## src/logic/des_pkg.sv

```systemverilog
// des_pkg: register map, commands, timing and cipher tables for the block engine
// assumes one 200 MHz clock and a byte-wide register port driven by a host
package des_pkg;

  // timing
  localparam int CLK_PERIOD_NS = 5;                            // ref_clk_i period
  localparam int ALGO_CYCLES   = 320;                          // one block through the algorithm
  localparam int ROUNDS        = 16;                           // cipher rounds per block
  localparam int CYC_PER_ROUND = ALGO_CYCLES / ROUNDS;         // round spacing
  localparam int BYTE_TIME_NS  = 500;                          // longest wait for a result byte
  localparam int BYTE_CYCLES   = BYTE_TIME_NS / CLK_PERIOD_NS; // rounded down; read answers in 1

  // register offsets within the 32-byte window
  localparam logic [4:0] OFS_DATA = 5'h00; // 8 bytes: input block write, result read
  localparam logic [4:0] OFS_KEY  = 5'h08; // 8 bytes: key staging, write only
  localparam logic [4:0] OFS_CTRL = 5'h10; // mode bits
  localparam logic [4:0] OFS_CMD  = 5'h11; // command, write only
  localparam logic [4:0] OFS_STAT = 5'h12; // busy and key parity
  localparam logic [4:0] OFS_INT  = 5'h13; // sticky events, write one to clear
  localparam logic [4:0] OFS_MASK = 5'h14; // event enables
  localparam logic [4:0] OFS_IV   = 5'h18; // 8 bytes: feedback register

  // field positions
  localparam int CTRL_DEC_BIT   = 0; // 1 = decipher
  localparam int CTRL_CFB_BIT   = 1; // 1 = cipher feedback, 0 = block
  localparam int STAT_BUSY_BIT  = 0;
  localparam int STAT_PAR_BIT   = 1;
  localparam int INT_DONE_BIT   = 0; // block or key job finished
  localparam int INT_REFUSE_BIT = 1; // command refused

  // reset values
  localparam logic [15:0] BASE_RST = 16'h0000;
  localparam logic [1:0]  MASK_RST = 2'h0;

  // commands
  localparam logic [7:0] CMD_START    = 8'h01; // process one data block
  localparam logic [7:0] CMD_LOAD_ACT = 8'h02; // staged key to active key
  localparam logic [7:0] CMD_LOAD_MAJ = 8'h03; // staged key to major key
  localparam logic [7:0] CMD_UNWRAP   = 8'h04; // decipher staged key into active key
  localparam logic [7:0] CMD_RESTORE  = 8'h05; // major key to active key

  typedef enum logic {ST_IDLE, ST_RUN} eng_state_t;
  typedef enum logic [1:0] {JOB_BLOCK, JOB_CFB_ENC, JOB_CFB_DEC, JOB_UNWRAP} job_t;

  // per-round key rotation: bit set means rotate by one, else by two
  localparam logic [15:0] ROT_ONE_ENC = 16'h8103;
  localparam logic [15:0] ROT_ONE_DEC = 16'h8102;

  // permutation tables, one byte per entry, first entry in the top byte
  localparam logic [511:0] IP_TAB = {256'h3A322A221A120A023C342C241C140C043E362E261E160E064038302820181008,
                                     256'h39312921191109013B332B231B130B033D352D251D150D053F372F271F170F07};
  localparam logic [255:0] P_TAB = 256'h10071415_1D0C1C11_010F171A_05121F0A_0208180E_201B0309_130D1E06_160B0419;
  localparam logic [447:0] PC1_TAB = {224'h39312921191109013A322A221A120A023B332B231B130B033C342C24,
                                      224'h3F372F271F170F073E362E261E160E063D352D251D150D051C140C04};
  localparam logic [383:0] PC2_TAB = {192'h0E110B180105031C0F06150A17130C041A0810071B140D02,
                                      192'h29341F252F371E28332D21302C31273822352E2A32241D20};

  // substitution boxes, 64 nibbles each, row-major
  localparam logic [255:0] SBOX_TAB [8] = '{
    256'hE4D12FB83A6C59070F74E2D1A6CB953841E8D62BFC973A50FC8249175B3EA06D,
    256'hF18E6B34972DC05A3D47F28EC01A69B50E7BA4D158C6932FD8A13F42B67C05E9,
    256'hA09E63F51DC7B428D709346A285ECBF1D6498F30B12C5AE71AD069874FE3B52C,
    256'h7DE3069A1285BC4FD8B56F03472C1AE9A690CB7DF13E52843F06A1D8945BC72E,
    256'h2C417AB6853FD0E9EB2C47D150FA3986421BAD78F9C5630EB8C71E2D6F09A453,
    256'hC1AF92680D34E75BAF427C9561DE0B389EF528C3704A1DB6432C95FABE17608D,
    256'h4B2EF08D3C975A61D0B7491AE35C2F8614BDC37EAF6805926BD814A7950FE23C,
    256'hD2846FB1A93E50C71FD8A374C56B0E927B419CE206ADF35821E74A8DFC90356B};

  // gather n bits by table; bit 1 of the table is the msb of an inw-bit input
  function automatic logic [63:0] permute(input logic [63:0] din, input logic [511:0] tab,
                                          input int n, input int inw);
    logic [63:0] r;
    int          t;
    r = '0;
    for (int i = 0; i < n; i++)
    begin
      t = int'(tab[8 * (n - 1 - i) +: 8]);
      r[n - 1 - i] = din[inw - t];
    end
    return r;
  endfunction

  // undo the initial permutation
  function automatic logic [63:0] ip_inverse(input logic [63:0] din);
    logic [63:0] r;
    int          t;
    r = '0;
    for (int i = 0; i < 64; i++)
    begin
      t = int'(IP_TAB[8 * (63 - i) +: 8]);
      r[64 - t] = din[63 - i];
    end
    return r;
  endfunction

  // byte 0 is the most significant byte
  function automatic logic [7:0] get_byte(input logic [63:0] v, input logic [2:0] idx);
    return v[63 - 8 * idx -: 8];
  endfunction

  function automatic logic [63:0] set_byte(input logic [63:0] v, input logic [2:0] idx,
                                           input logic [7:0] b);
    logic [63:0] r;
    r = v;
    r[63 - 8 * idx -: 8] = b;
    return r;
  endfunction

  // every byte must hold an odd number of ones (lsb is the parity bit)
  function automatic logic odd_parity_ok(input logic [63:0] k);
    logic ok;
    ok = 1'b1;
    for (int i = 0; i < 8; i++)
    begin
      ok = ok & (^k[63 - 8 * i -: 8]);
    end
    return ok;
  endfunction

endpackage

```

## src/logic/des_round_if.sv

```systemverilog
// des_round_if: links the engine sequencer to its round function
// assumes the engine drives half block and subkey in the same cycle it reads f_out
`timescale 1ns/100ps
`default_nettype none

interface des_round_if;
  logic [31:0] r_half;  // right half entering the round
  logic [47:0] subkey;  // round key
  logic [31:0] f_out;   // cipher function result

  modport engine (output r_half, output subkey, input f_out);
  modport round  (input r_half, input subkey, output f_out);
endinterface // des_round_if

`default_nettype wire

```

## src/logic/des_security_engine.sv

```systemverilog
// des_security_engine: block cipher engine with key store behind a byte register port
// assumes a host on ref_clk_i issuing one-cycle strobes; base switches are async pins
//
// Decided for this implementation: the register offsets and the plain strobed port.
`timescale 1ns/100ps
`default_nettype none

// Contract
// - one 64-bit block per run, 56-bit key
// - a block takes 320 engine clocks
// - block or cipher feedback, host selects
// - key load targets active or major key
// - deciphered wrapped key becomes active key
// - restore copies major key into active
// - show active key parity status
// - busy status, pollable or as interrupt
// - result read bytewise, each within 500 ns
// - register window at switch-selected base address
module des_security_engine (
  input  wire logic        ref_clk_i,     // engine clock
  input  wire logic        rst_n_i,       // sync reset, active low
  input  wire logic [15:0] addr_i,        // host address
  input  wire logic [7:0]  wdata_i,       // host write data
  input  wire logic        wr_i,          // write strobe
  input  wire logic        rd_i,          // read strobe
  input  wire logic [15:0] base_sw_i,     // base address switches
  output logic      [7:0]  rdata_o,       // read data, cycle after strobe
  output logic             irq_o,         // level interrupt
  output logic             busy_o,        // algorithm running
  output logic             key_par_ok_o   // active key parity good
);
  import des_pkg::*;

  // all engine state in one record
  typedef struct packed {
    logic [15:0] sw1;      // switch sync, first stage
    logic [15:0] sw2;      // second stage
    logic [15:0] sw3;      // third stage
    logic [15:0] base;     // agreed base address
    logic [63:0] din;      // input block
    logic [63:0] dout;     // result block
    logic [63:0] iv;       // feedback register
    logic [63:0] stage;    // staged key
    logic [63:0] act_key;  // key in use
    logic [63:0] maj_key;  // stored major key
    logic [31:0] l;        // left half
    logic [31:0] r;        // right half
    logic [27:0] c;        // key schedule, upper half
    logic [27:0] d;        // key schedule, lower half
    logic [3:0]  rnd;      // round index
    logic [4:0]  sub;      // cycle within round
    logic        dec;      // ctrl: decipher
    logic        cfb;      // ctrl: feedback mode
    logic        run_dec;  // schedule direction of this run
    job_t        job;      // what to do with the result
    eng_state_t  st;       // sequencer state
    logic [1:0]  pend;     // sticky events
    logic [1:0]  mask;     // event enables
    logic [7:0]  rdata;    // read answer
    logic        irq;      // interrupt flop
    logic        busy;     // busy flop
    logic        par_ok;   // parity flop
  } eng_regs_t;

  eng_regs_t   q;         // registered state
  eng_regs_t   n;         // next state
  logic        hit;       // address inside our window
  logic [4:0]  ofs;       // offset within window
  logic        one_sh;    // rotate by one this round
  logic        no_sh;     // first decipher round keeps the key
  logic [27:0] c_sh;      // rotated c
  logic [27:0] d_sh;      // rotated d
  logic [63:0] rk64;      // round key, low 48 used
  logic [1:0]  clr;       // write-one-to-clear bits
  logic [1:0]  set_ev;    // events this cycle
  logic        start;     // launch a run
  logic [63:0] blk;       // block to launch with
  logic [63:0] ip;        // permuted launch block
  logic [63:0] pc;        // permuted launch key
  logic [63:0] res;       // finished block
  logic [7:0]  stat;      // status byte

  des_round_if rif ();

  des_round u_round (
    .rif (rif.round)
  );

  // rotate a schedule half; right rotation walks the schedule backwards
  function automatic logic [27:0] rot28(input logic [27:0] x, input logic left, input logic one);
    if (!left)
      return one ? {x[0], x[27:1]} : {x[1:0], x[27:2]};
    return one ? {x[26:0], x[27]} : {x[25:0], x[27:26]};
  endfunction

  assign hit = (addr_i[15:5] == q.base[15:5]);
  assign ofs = addr_i[4:0];

  // round key: decipher starts from the last key, which equals the loaded one
  assign one_sh  = q.run_dec ? ROT_ONE_DEC[q.rnd] : ROT_ONE_ENC[q.rnd];
  assign no_sh   = q.run_dec && (q.rnd == 4'h0);
  assign c_sh    = no_sh ? q.c : rot28(q.c, !q.run_dec, one_sh);
  assign d_sh    = no_sh ? q.d : rot28(q.d, !q.run_dec, one_sh);
  assign rk64    = permute({8'h00, c_sh, d_sh}, {128'h0, PC2_TAB}, 48, 56);
  assign rif.r_half = q.r;
  assign rif.subkey = rk64[47:0];

  // next-state logic for the whole engine
  always_comb
  begin
    n      = q;
    clr    = 2'h0;
    set_ev = 2'h0;
    start  = 1'b0;
    blk    = q.din;
    ip     = '0;
    pc     = '0;
    res    = '0;
    stat   = 8'h00;

    // switches: three stages, take a value once the last two agree
    n.sw1 = base_sw_i;
    n.sw2 = q.sw1;
    n.sw3 = q.sw2;
    if (q.sw2 == q.sw3)
      n.base = q.sw3;

    // parity is watched every cycle so it follows any key change
    n.par_ok = odd_parity_ok(q.act_key);

    // reads answer next cycle, zero outside the window or on holes
    n.rdata = 8'h00;
    stat[STAT_BUSY_BIT] = q.busy;
    stat[STAT_PAR_BIT]  = q.par_ok;
    if (rd_i && hit)
    begin
      if (ofs[4:3] == OFS_DATA[4:3])
        n.rdata = get_byte(q.dout, ofs[2:0]);
      else if (ofs[4:3] == OFS_IV[4:3])
        n.rdata = get_byte(q.iv, ofs[2:0]);
      else if (ofs == OFS_CTRL)
        n.rdata = {6'h00, q.cfb, q.dec};
      else if (ofs == OFS_STAT)
        n.rdata = stat;
      else if (ofs == OFS_INT)
        n.rdata = {6'h00, q.pend};
      else if (ofs == OFS_MASK)
        n.rdata = {6'h00, q.mask};
      // key bytes read as zero: keys never leave the engine
    end

    // writes
    if (wr_i && hit)
    begin
      if (ofs[4:3] == OFS_DATA[4:3])
        n.din = set_byte(q.din, ofs[2:0], wdata_i);
      else if (ofs[4:3] == OFS_KEY[4:3])
        n.stage = set_byte(q.stage, ofs[2:0], wdata_i);
      else if (ofs[4:3] == OFS_IV[4:3])
        n.iv = set_byte(q.iv, ofs[2:0], wdata_i);
      else if (ofs == OFS_CTRL)
      begin
        n.dec = wdata_i[CTRL_DEC_BIT];
        n.cfb = wdata_i[CTRL_CFB_BIT];
      end
      else if (ofs == OFS_INT)
        clr = wdata_i[1:0];
      else if (ofs == OFS_MASK)
        n.mask = wdata_i[1:0];
      else if (ofs == OFS_CMD)
      begin
        // commands during a run would corrupt the key in use
        if (q.st == ST_RUN)
          set_ev[INT_REFUSE_BIT] = 1'b1;
        else
        begin
          case (wdata_i)
            CMD_START:
            begin
              start     = 1'b1;
              blk       = q.cfb ? q.iv : q.din;
              n.run_dec = q.cfb ? 1'b0 : q.dec;  // feedback always enciphers
              n.job     = !q.cfb ? JOB_BLOCK : (q.dec ? JOB_CFB_DEC : JOB_CFB_ENC);
            end
            CMD_UNWRAP:
            begin
              start     = 1'b1;
              blk       = q.stage;
              n.run_dec = 1'b1;
              n.job     = JOB_UNWRAP;
            end
            CMD_LOAD_ACT: n.act_key = q.stage;
            CMD_LOAD_MAJ: n.maj_key = q.stage;
            CMD_RESTORE:  n.act_key = q.maj_key;
            default:      set_ev[INT_REFUSE_BIT] = 1'b1;
          endcase
        end
      end
    end

    // launch: permute block into halves and key into schedule
    if (start)
    begin
      ip    = permute(blk, IP_TAB, 64, 64);
      pc    = permute(q.act_key, {64'h0, PC1_TAB}, 56, 64);
      n.l   = ip[63:32];
      n.r   = ip[31:0];
      n.c   = pc[55:28];  // parity bits dropped, 56 remain
      n.d   = pc[27:0];
      n.rnd = 4'h0;
      n.sub = 5'h00;
      n.st  = ST_RUN;
    end

    // run: one round every CYC_PER_ROUND cycles, sixteen rounds in all
    case (q.st)
      ST_RUN:
      begin
        if (q.sub == 5'(CYC_PER_ROUND - 1))
        begin
          n.sub = 5'h00;
          n.c   = c_sh;
          n.d   = d_sh;
          n.l   = q.r;
          n.r   = q.l ^ rif.f_out;
          n.rnd = q.rnd + 4'h1;
          if (q.rnd == 4'(ROUNDS - 1))
          begin
            // last round: halves swapped back before the final permutation
            res  = ip_inverse({q.l ^ rif.f_out, q.r});
            n.st = ST_IDLE;
            set_ev[INT_DONE_BIT] = 1'b1;
            case (q.job)
              JOB_UNWRAP:  n.act_key = res;
              JOB_CFB_ENC:
              begin
                n.dout = q.din ^ res;
                n.iv   = q.din ^ res;  // ciphertext feeds back
              end
              JOB_CFB_DEC:
              begin
                n.dout = q.din ^ res;
                n.iv   = q.din;
              end
              default:     n.dout = res;
            endcase
          end
        end
        else
          n.sub = q.sub + 5'h01;
      end
      ST_IDLE: ;
      default: n.st = ST_IDLE;
    endcase

    // sticky events: a set in the clearing cycle survives
    n.pend = (q.pend & ~clr) | set_ev;
    n.irq  = |(n.pend & n.mask);
    n.busy = (n.st == ST_RUN);
  end

  // single state register
  always_ff @(posedge ref_clk_i)
  begin
    if (!rst_n_i)
    begin
      q      <= '0;
      q.base <= BASE_RST;
      q.mask <= MASK_RST;
      q.st   <= ST_IDLE;
    end
    else
      q <= n;
  end

  assign rdata_o      = q.rdata;
  assign irq_o        = q.irq;
  assign busy_o       = q.busy;
  assign key_par_ok_o = q.par_ok;

  // checks
  logic [8:0]  run_len;    // busy cycles of the current run
  logic        stage_par;  // parity of the staged key
  logic [7:0]  data_byte;  // result byte under the address
  assign stage_par = odd_parity_ok(q.stage);
  assign data_byte = get_byte(q.dout, ofs[2:0]);

  always_ff @(posedge ref_clk_i)
  begin
    if (!rst_n_i)
      run_len <= 9'h000;
    else if (busy_o)
      run_len <= run_len + 9'h001;
    else
      run_len <= 9'h000;
  end
endmodule // des_security_engine

`default_nettype wire

```

## src/logic/des_round.sv

```systemverilog
// des_round: combinational cipher function: expand, key mix, substitute, permute
// assumes inputs are stable flops of the engine; no state of its own
`timescale 1ns/100ps
`default_nettype none

module des_round (
  des_round_if.round rif  // half block and key in, function out
);
  import des_pkg::*;

  logic [47:0] expd;      // expanded half block
  logic [47:0] mixed;     // after key mix
  logic [31:0] sbox_out;  // substitution result
  logic [63:0] perm_out;  // permuted, low 32 bits used

  // expansion: each group of six takes four bits and both neighbours, wrapping
  always_comb
  begin
    expd = '0;
    for (int g = 0; g < 8; g++)
    begin
      for (int j = 0; j < 6; j++)
      begin
        expd[47 - (6 * g + j)] = rif.r_half[(64 - 4 * g - j) % 32];
      end
    end
  end

  assign mixed = expd ^ rif.subkey;

  // eight boxes; outer bits pick the row, inner four the column
  generate
    for (genvar b = 0; b < 8; b++)
    begin : g_sbox
      logic [5:0] six;  // box input
      logic [5:0] sel;  // row then column
      assign six = mixed[47 - 6 * b -: 6];
      assign sel = {six[5], six[0], six[4:1]};
      assign sbox_out[31 - 4 * b -: 4] = SBOX_TAB[b][255 - 4 * sel -: 4];
    end
  endgenerate

  assign perm_out  = permute({32'h0000_0000, sbox_out}, {256'h0, P_TAB}, 32, 32);
  assign rif.f_out = perm_out[31:0];

endmodule // des_round

`default_nettype wire

```

## config.mk

```make
export PLATFORM = sky130hd
export DESIGN_NAME = des_security_engine
export DESIGN_NICKNAME = d
export VERILOG_FILES = /design/src/logic/des_pkg.sv /design/src/logic/des_round_if.sv /design/src/logic/des_security_engine.sv /design/src/logic/des_round.sv
export SDC_FILE = /design/constraint.sdc
export NUM_CORES = 2
export LEC_CHECK = 0
export ABC_CLOCK_PERIOD_IN_PS = 6810
export BUFFER_PORTS_ARGS = -buffer_cell sky130_fd_sc_hd__clkbuf_2
export CORE_MARGIN = 2
export CORE_UTILIZATION = 59
export CTS_CLUSTER_SIZE = 25
export DETAILED_ROUTE_END_ITERATION = 8
export GPL_ROUTABILITY_DRIVEN = 0
export PLACE_DENSITY = 0.78
export SLEW_MARGIN = 25
export SYNTH_ARGS = -nofsm -noshare
export SYNTH_HDL_FRONTEND = slang
export SYNTH_SLANG_ARGS = --single-unit
```

## constraint.sdc

```tcl
create_clock -name ref_clk_i -period 6.81 [get_ports ref_clk_i]
set_input_delay 1.0215 -clock ref_clk_i [delete_from_list [all_inputs] [get_ports ref_clk_i]]
set_output_delay 1.0215 -clock ref_clk_i [all_outputs]
set_load 0.005 [all_outputs]
```

# Word level (Yosys, flattened, before mapping)
# Memories as Yosys holds them, arrays and structs flattened. A register that Yosys moved wholly into a read port is not among the register bits.
# Cells that the tools add are included.
# totals
register_bits,597
romBits,32
word_cells,230
memories,2
# memory_table
memory,words,word_bits,read_ports,rd_ports_with_merged_regs,write_ports,line_no,text
(no name shown),16,1,1,1,0,des_security_engine.sv:100,assign one_sh = q.run_dec ? ROT_ONE_DEC[q.rnd] : ROT_ONE_ENC[q.rnd];
(no name shown),16,1,1,1,0,des_security_engine.sv:100,
# classes
n_addsub,12
magnitude_cmp,1
eq_ne,20
n_shift,12
muxes,107
bitwise_logic,22
reduce_logical,26
# ops
op,count
$shiftx A259 B33 Y4 const A,8
$mux W64,21
$mux W128,7
$mux W256,2
$pmux W64 S2,4
$mux W28,10
$mux W129,2
$bwmux W64,3
$shiftx A71 B33 Y8,2
$mux W124,1
$sub A8 B8 Y9 const A,8
$shift A8 B34 Y71 const A,1
$shiftx A8 B34 Y71,1
$reduce_xor A8 Y1,8
$xor A64 B64 Y64,1
$xor A48 B48 Y48,1
$mux W2,19
$neg A32 Y34,1
$mux W1,32
$xor A32 B32 Y32,1
$eq A5 B5 Y1 const B,6
$reduce_and A10 Y1,2
$eq A16 B16 Y1,1
$eq A8 B2 Y1 const B,2
30 further kinds,56

# Longest topological paths before layout
# depth
depth_word,16
mapped_depth,20

# Modules after synthesis
# From an unflattened synthesis, not the netlist that was laid out.
# hier_totals
hier_cells,4338
area_unflattened_um2,35751.8
# by_module_without_submodules
module,n_inst,cells_each,area_each_um2,seq_area_each_um2
des_security_engine,1,3644,30579.3,11891.4
des_round,1,694,5172.5,0.0

# Least setup slack after synthesis
# OpenSTA, ideal clock, no wires.
# synth_timing
path_type,register to register
start,register q[26] (netlist bit)
end,register q[370] (netlist bit)
setup_ps,59
arrival_ps,3809
path_slack_ps,2942
path_stages_with_launch,19
n_path_buf,3
path_cell_list,dfxtp_1 > inv_1 > ha_1 > nor4bb_4 > buf_6 > buf_12 > buf_8 > mux2i_1 > xnor2_2 > inv_1 > ha_1 > or2_2 > a21boi_0 > nor2_1 > a221oi_1 > a21oi_1 > xor2_2 > mux2_2 > nand2_1
# synth_between
elab_chain_cells,12
elab_cells_between_ends,13
cone_classes,add/sub: 1; eq/ne: 1; shift: 1; mux: 5; bitwise: 3; reduce/logical: 2
# synth_lines
item,line_no,text
from (decl),des_security_engine.sv:65,eng_regs_t q;
from (signal assigned),des_security_engine.sv:273,q <= n;
$logic_not A4 Y1,des_security_engine.sv:101,assign no_sh = q.run_dec && (q.rnd == 4'h0);
$logic_and A1 B1 Y1,des_security_engine.sv:101,
$mux W28,des_security_engine.sv:103,"assign d_sh = no_sh ? q.d : rot28(q.d, !q.run_dec, one_sh);"
$xor A48 B48 Y48,des_round.sv:29,assign mixed = expd ^ rif.subkey;
$sub A8 B8 Y9,des_round.sv:39,assign sbox_out[31 - 4 * b -: 4] = SBOX_TAB[b][255 - 4 * sel -: 4];
$shiftx A259 B33 Y4,des_round.sv:39,
$xor A32 B32 Y32,des_security_engine.sv:230,"res = ip_inverse({q.l ^ rif.f_out, q.r});"
$xor A64 B64 Y64,des_security_engine.sv:238,n.iv = q.din ^ res;
$pmux W64 S2,des_security_engine.sv:233,case (q.job)
$mux W64 *,des_security_engine.sv:227,if (q.rnd == 4'(ROUNDS - 1))
$mux W64 *,des_security_engine.sv:219,if (q.sub == 5'(CYC_PER_ROUND - 1))
$mux W64 *,des_security_engine.sv:216,case (q.st)
# Mark *: on every way between the ends. The rest lies on a longest branch, timed or not. The select of a mux whose other input is x is not followed.
# A chain may end at the register's enable or synchronous reset.

# Final worst setup path
# Ends and elaborated chain as after synthesis.

==> metrics.md <==
| Metric | Value |
|---|---|
| FF/Latch Area | `0.0119 mm²` |
| Row cnt | `91` |
| Multi-input gate area | `0.0234 mm²` |
| Delay-heaviest family, CP | `multiplexers` |
| Buffers plus inverters on the worst setup path | `3` |
| Core ar. | `0.0619 mm²` |
| YS warnings | `0` |
| Worst reg2reg startpoint | `q[26]$_SDFF_PN0_` |
| Post-route ant nets | `0` |
| Setup Skew | `27.5 ps` |
| Slowest CP cell | `a21oi_1` |
| Gr ovfl total | `0` |
| Synth top area share | `0.321` |
| Routed via count | `35238` |
| PwrDens | `181 mW/mm²` |
| Starting DRC count in detailed routing | `5387` |
| Clock sink count | `594` |
| Path depth of the worst reg2reg path | `15` |
| Share of flip-flops with an asynchronous set or reset | `0` |
| CP endpoint | `q[370]$_SDFF_PN0_` |
| Root buf cell | `clkbuf_16` |
| DR DRC count | `0` |
| Starting Density | `0.598` |
| CTS tree | `built` |
| Worst Setup SP | `q[26]$_SDFF_PN0_` |
| First-pass iteration count of the detailed router | `8` |
| WL/cell | `26.0 µm` |
| Cell taking the most area after synthesis | `dfxtp_1` |
| Post-CTS Resized | `0` |
| Worst r2r dst | `q[370]$_SDFF_PN0_` |
| Synth top area cells | `dfxtp_1, mux2i_1, nand2_1` |
| Synth Net Count | `4526` |
| Post-CTS Hold Fix Bufs | `0` |
| Top cells by count, synth | `dfxtp_1, nand2_1, a21oi_1` |
| Synthesized area | `0.0371 mm²` |
| Final hold viol count | `0` |
| Worst path cell trace | `inv_1 > ha_1 > nor4bb_4 > buf_12 > mux2i_1 > xnor2_2 > ha_1 > inv_1 > mux4_2 > nand2_1 > a21oi_1 > a21oi_1 > xor2_2 > mux2_2 > nand2_1` |
| R2R setup slack | `1700 ps` |
| Static leakage | `13.5 nW` |
| Sequential area share after synthesis | `0.321` |
| Die Y | `255 µm` |
| Slew of the pin with the lowest slew margin | `1200 ps` |
| Post-synth EDFFs | `0` |
| Critical path class | `reg -> reg` |
| Final worst-path cycle share | `0.750` |
| Area Overhead vs Synth | `6.49%` |
| FF+latch count, synth | `594` |
| Final HPWL DP | `86.1 mm` |
| RSZ-0062 raised after global routing | `no` |
| Final nets | `4323` |
| Synth Instances | `4415` |
| Vias per cell | `6.92` |
| Final WL | `133 mm` |
| Cell variety after synth | `88` |
| Most instantiated library cell after synthesis | `dfxtp_1` |
| Worst EP arrival | `5710 ps` |
| # H-tree levels | `2` |
| Crit. End Element | `register` |
| Slew margin rel. | `0.195` |
| Max clock buf depth | `3` |
| Hold slack | `433 ps` |
| Vias in the first global route | `32232` |
| CP Data Required Time | `7420 ps` |
| Syn Area/Cell | `8.39 µm²` |
| Slew Limit Fails | `0` |
| Port bufs | `54` |
| Global-route wire length before repair | `198 mm` |
| HP Class | `reg -> reg` |
| Final Critical Period | `5110 ps` |
| GRT Util Overall | `0.399` |
| Clock transition at the registers of the reported paths | `60 ps` |
| Status | `finished, final reports clean` |
| Initial antenna violation count | `4` |
| Die width | `255 µm` |
| Crit Path Max Fanout | `61` |
| Final setup viols | `0` |
| Crit. path cell count | `15` |
| Slowest stage delay, CP | `640 ps` |
| CTS Buf Count | `59` |
| Die Area | `0.0648 mm²` |
| Largest net degree at the start of global routing | `121` |
| Total of max-cap violations | `0` |
| Fillers | `5258` |
| Post-synth top flop | `dfxtp_1` |
| Final setup TNS | `0 ps` |
| Share of cells above drive strength 1 | `0.119` |
| Post-CTS setup buffers | `0` |
| CP Launch Type | `register` |
| Number of placed I/O pins | `55` |
| Clock latency on the worst-skew pair | `660 ps` |
| VDD IR-drop max | `0.000252 V` |
| FMAX | `196 MHz` |
-- layout by cell type, fill, tap and decap left out, types with 16 or more instances in the layout --
master	count
dfxtp_1	590
nand2_1	584
a21oi_1	379
nor2_1	333
mux2i_1	295
o21ai_0	205
xnor2_1	158
a211oi_1	140
nor3_1	113
a221oi_1	92
buf_4	79
nor2b_1	76
nand3_1	75
and2_1	70
ha_1	65
a22o_1	64
clkbuf_16	60
mux2_2	52
clkbuf_2	52
xor2_1	49
mux4_2	49
inv_1	45
o221a_2	44
a221o_1	38
nand3b_1	29
o211ai_1	29
nand4_1	28
nand2b_1	27
xnor2_2	26
or3_1	25
a22oi_1	25
xor2_2	24
nor4_1	21
o22ai_1	19
a2111oi_0	16
-- routing by layer --
metal  wire length (µm)  vias up  track usage
met5                 50        -      0.00376
li1                   -    15485            -
met2              53900     2650        0.563
met4              10300        3        0.270
met1              48300    16514        0.516
met3              19900      586        0.133
-- area by class of cell --
cell class                      count  area share
Multi-Input combinational cell   3368       0.593
Sequential cell                   594       0.302
Clock buffer                       84      0.0429
Tap cell                          837      0.0265
Timing Repair Buffer              134      0.0228
Clock inverter                     20     0.00780
Inverter                           55     0.00542
Antenna cell                        2    0.000127
-- kinds of logic after synthesis --
group,after synthesis,share of synthesized area
xor gates and xnor gates,263,0.0743
DFF,594,0.321
AOI/OAI and AO/OA,1186,0.216
and+or+nand+nor,1424,0.173
adders and majority gates,68,0.0229
muxes,427,0.140
buffers and inverters,453,0.0526
-- report_power, final --
part           internal [W]  leakage [nW]  total [W]  switching [W]
Sequential          0.00348          4.79    0.00349     0.00000505
Clock               0.00199         0.969    0.00345        0.00146
Combinational     0.0000511          7.74   0.000204       0.000153
Total               0.00552          13.5    0.00714        0.00162
-- stage by stage --
stage	cells	setup slack, ps	instance area [µm²]	power [W]	utilization
after CTS	5092	1690	39400	0.00711	0.636
after global placement	4988	1770	37400	0.00376	0.604
after detailed placement	4988	1680	37400	0.00376	0.604
after global routing	5094	1540	39500	0.00726	0.637
after floorplan	4415	2940	37100	0.00369	-
final	5094	1700	39500	0.00714	0.637
-- registers in the layout, summed over array words and instances, names as in the netlist, named ones only --
register      cells
rdata_o           8
rif.r_half       32
busy_o            1
irq_o             1
n                32
key_par_ok_o      1
q               517
-- worst reg2reg max path, cell delays in order (launching register included) --
cell      delay (ps)
dfxtp_1          330
inv_1             90
ha_1             160
nor4bb_4         330
buf_12           470
mux2i_1          640
xnor2_2          290
ha_1             580
inv_1            180
mux4_2           500
nand2_1           80
a21oi_1           70
a21oi_1          640
xor2_2           290
mux2_2           360
nand2_1           60
-- worst min-delay path by stage --
stage | from | endpoint | cells past startpoint
floorplan | n[566]$_SDFF_PN0_ | n[550]$_SDFF_PN0_ | 1
global placement | n[568]$_SDFF_PN0_ | n[552]$_SDFF_PN0_ | 1
detailed placement | n[566]$_SDFF_PN0_ | n[550]$_SDFF_PN0_ | 1
CTS | n[572]$_SDFF_PN0_ | n[556]$_SDFF_PN0_ | 1
global route | n[566]$_SDFF_PN0_ | n[550]$_SDFF_PN0_ | 1
finish | n[566]$_SDFF_PN0_ | n[550]$_SDFF_PN0_ | 1
(Power assumes the default switching activity.)
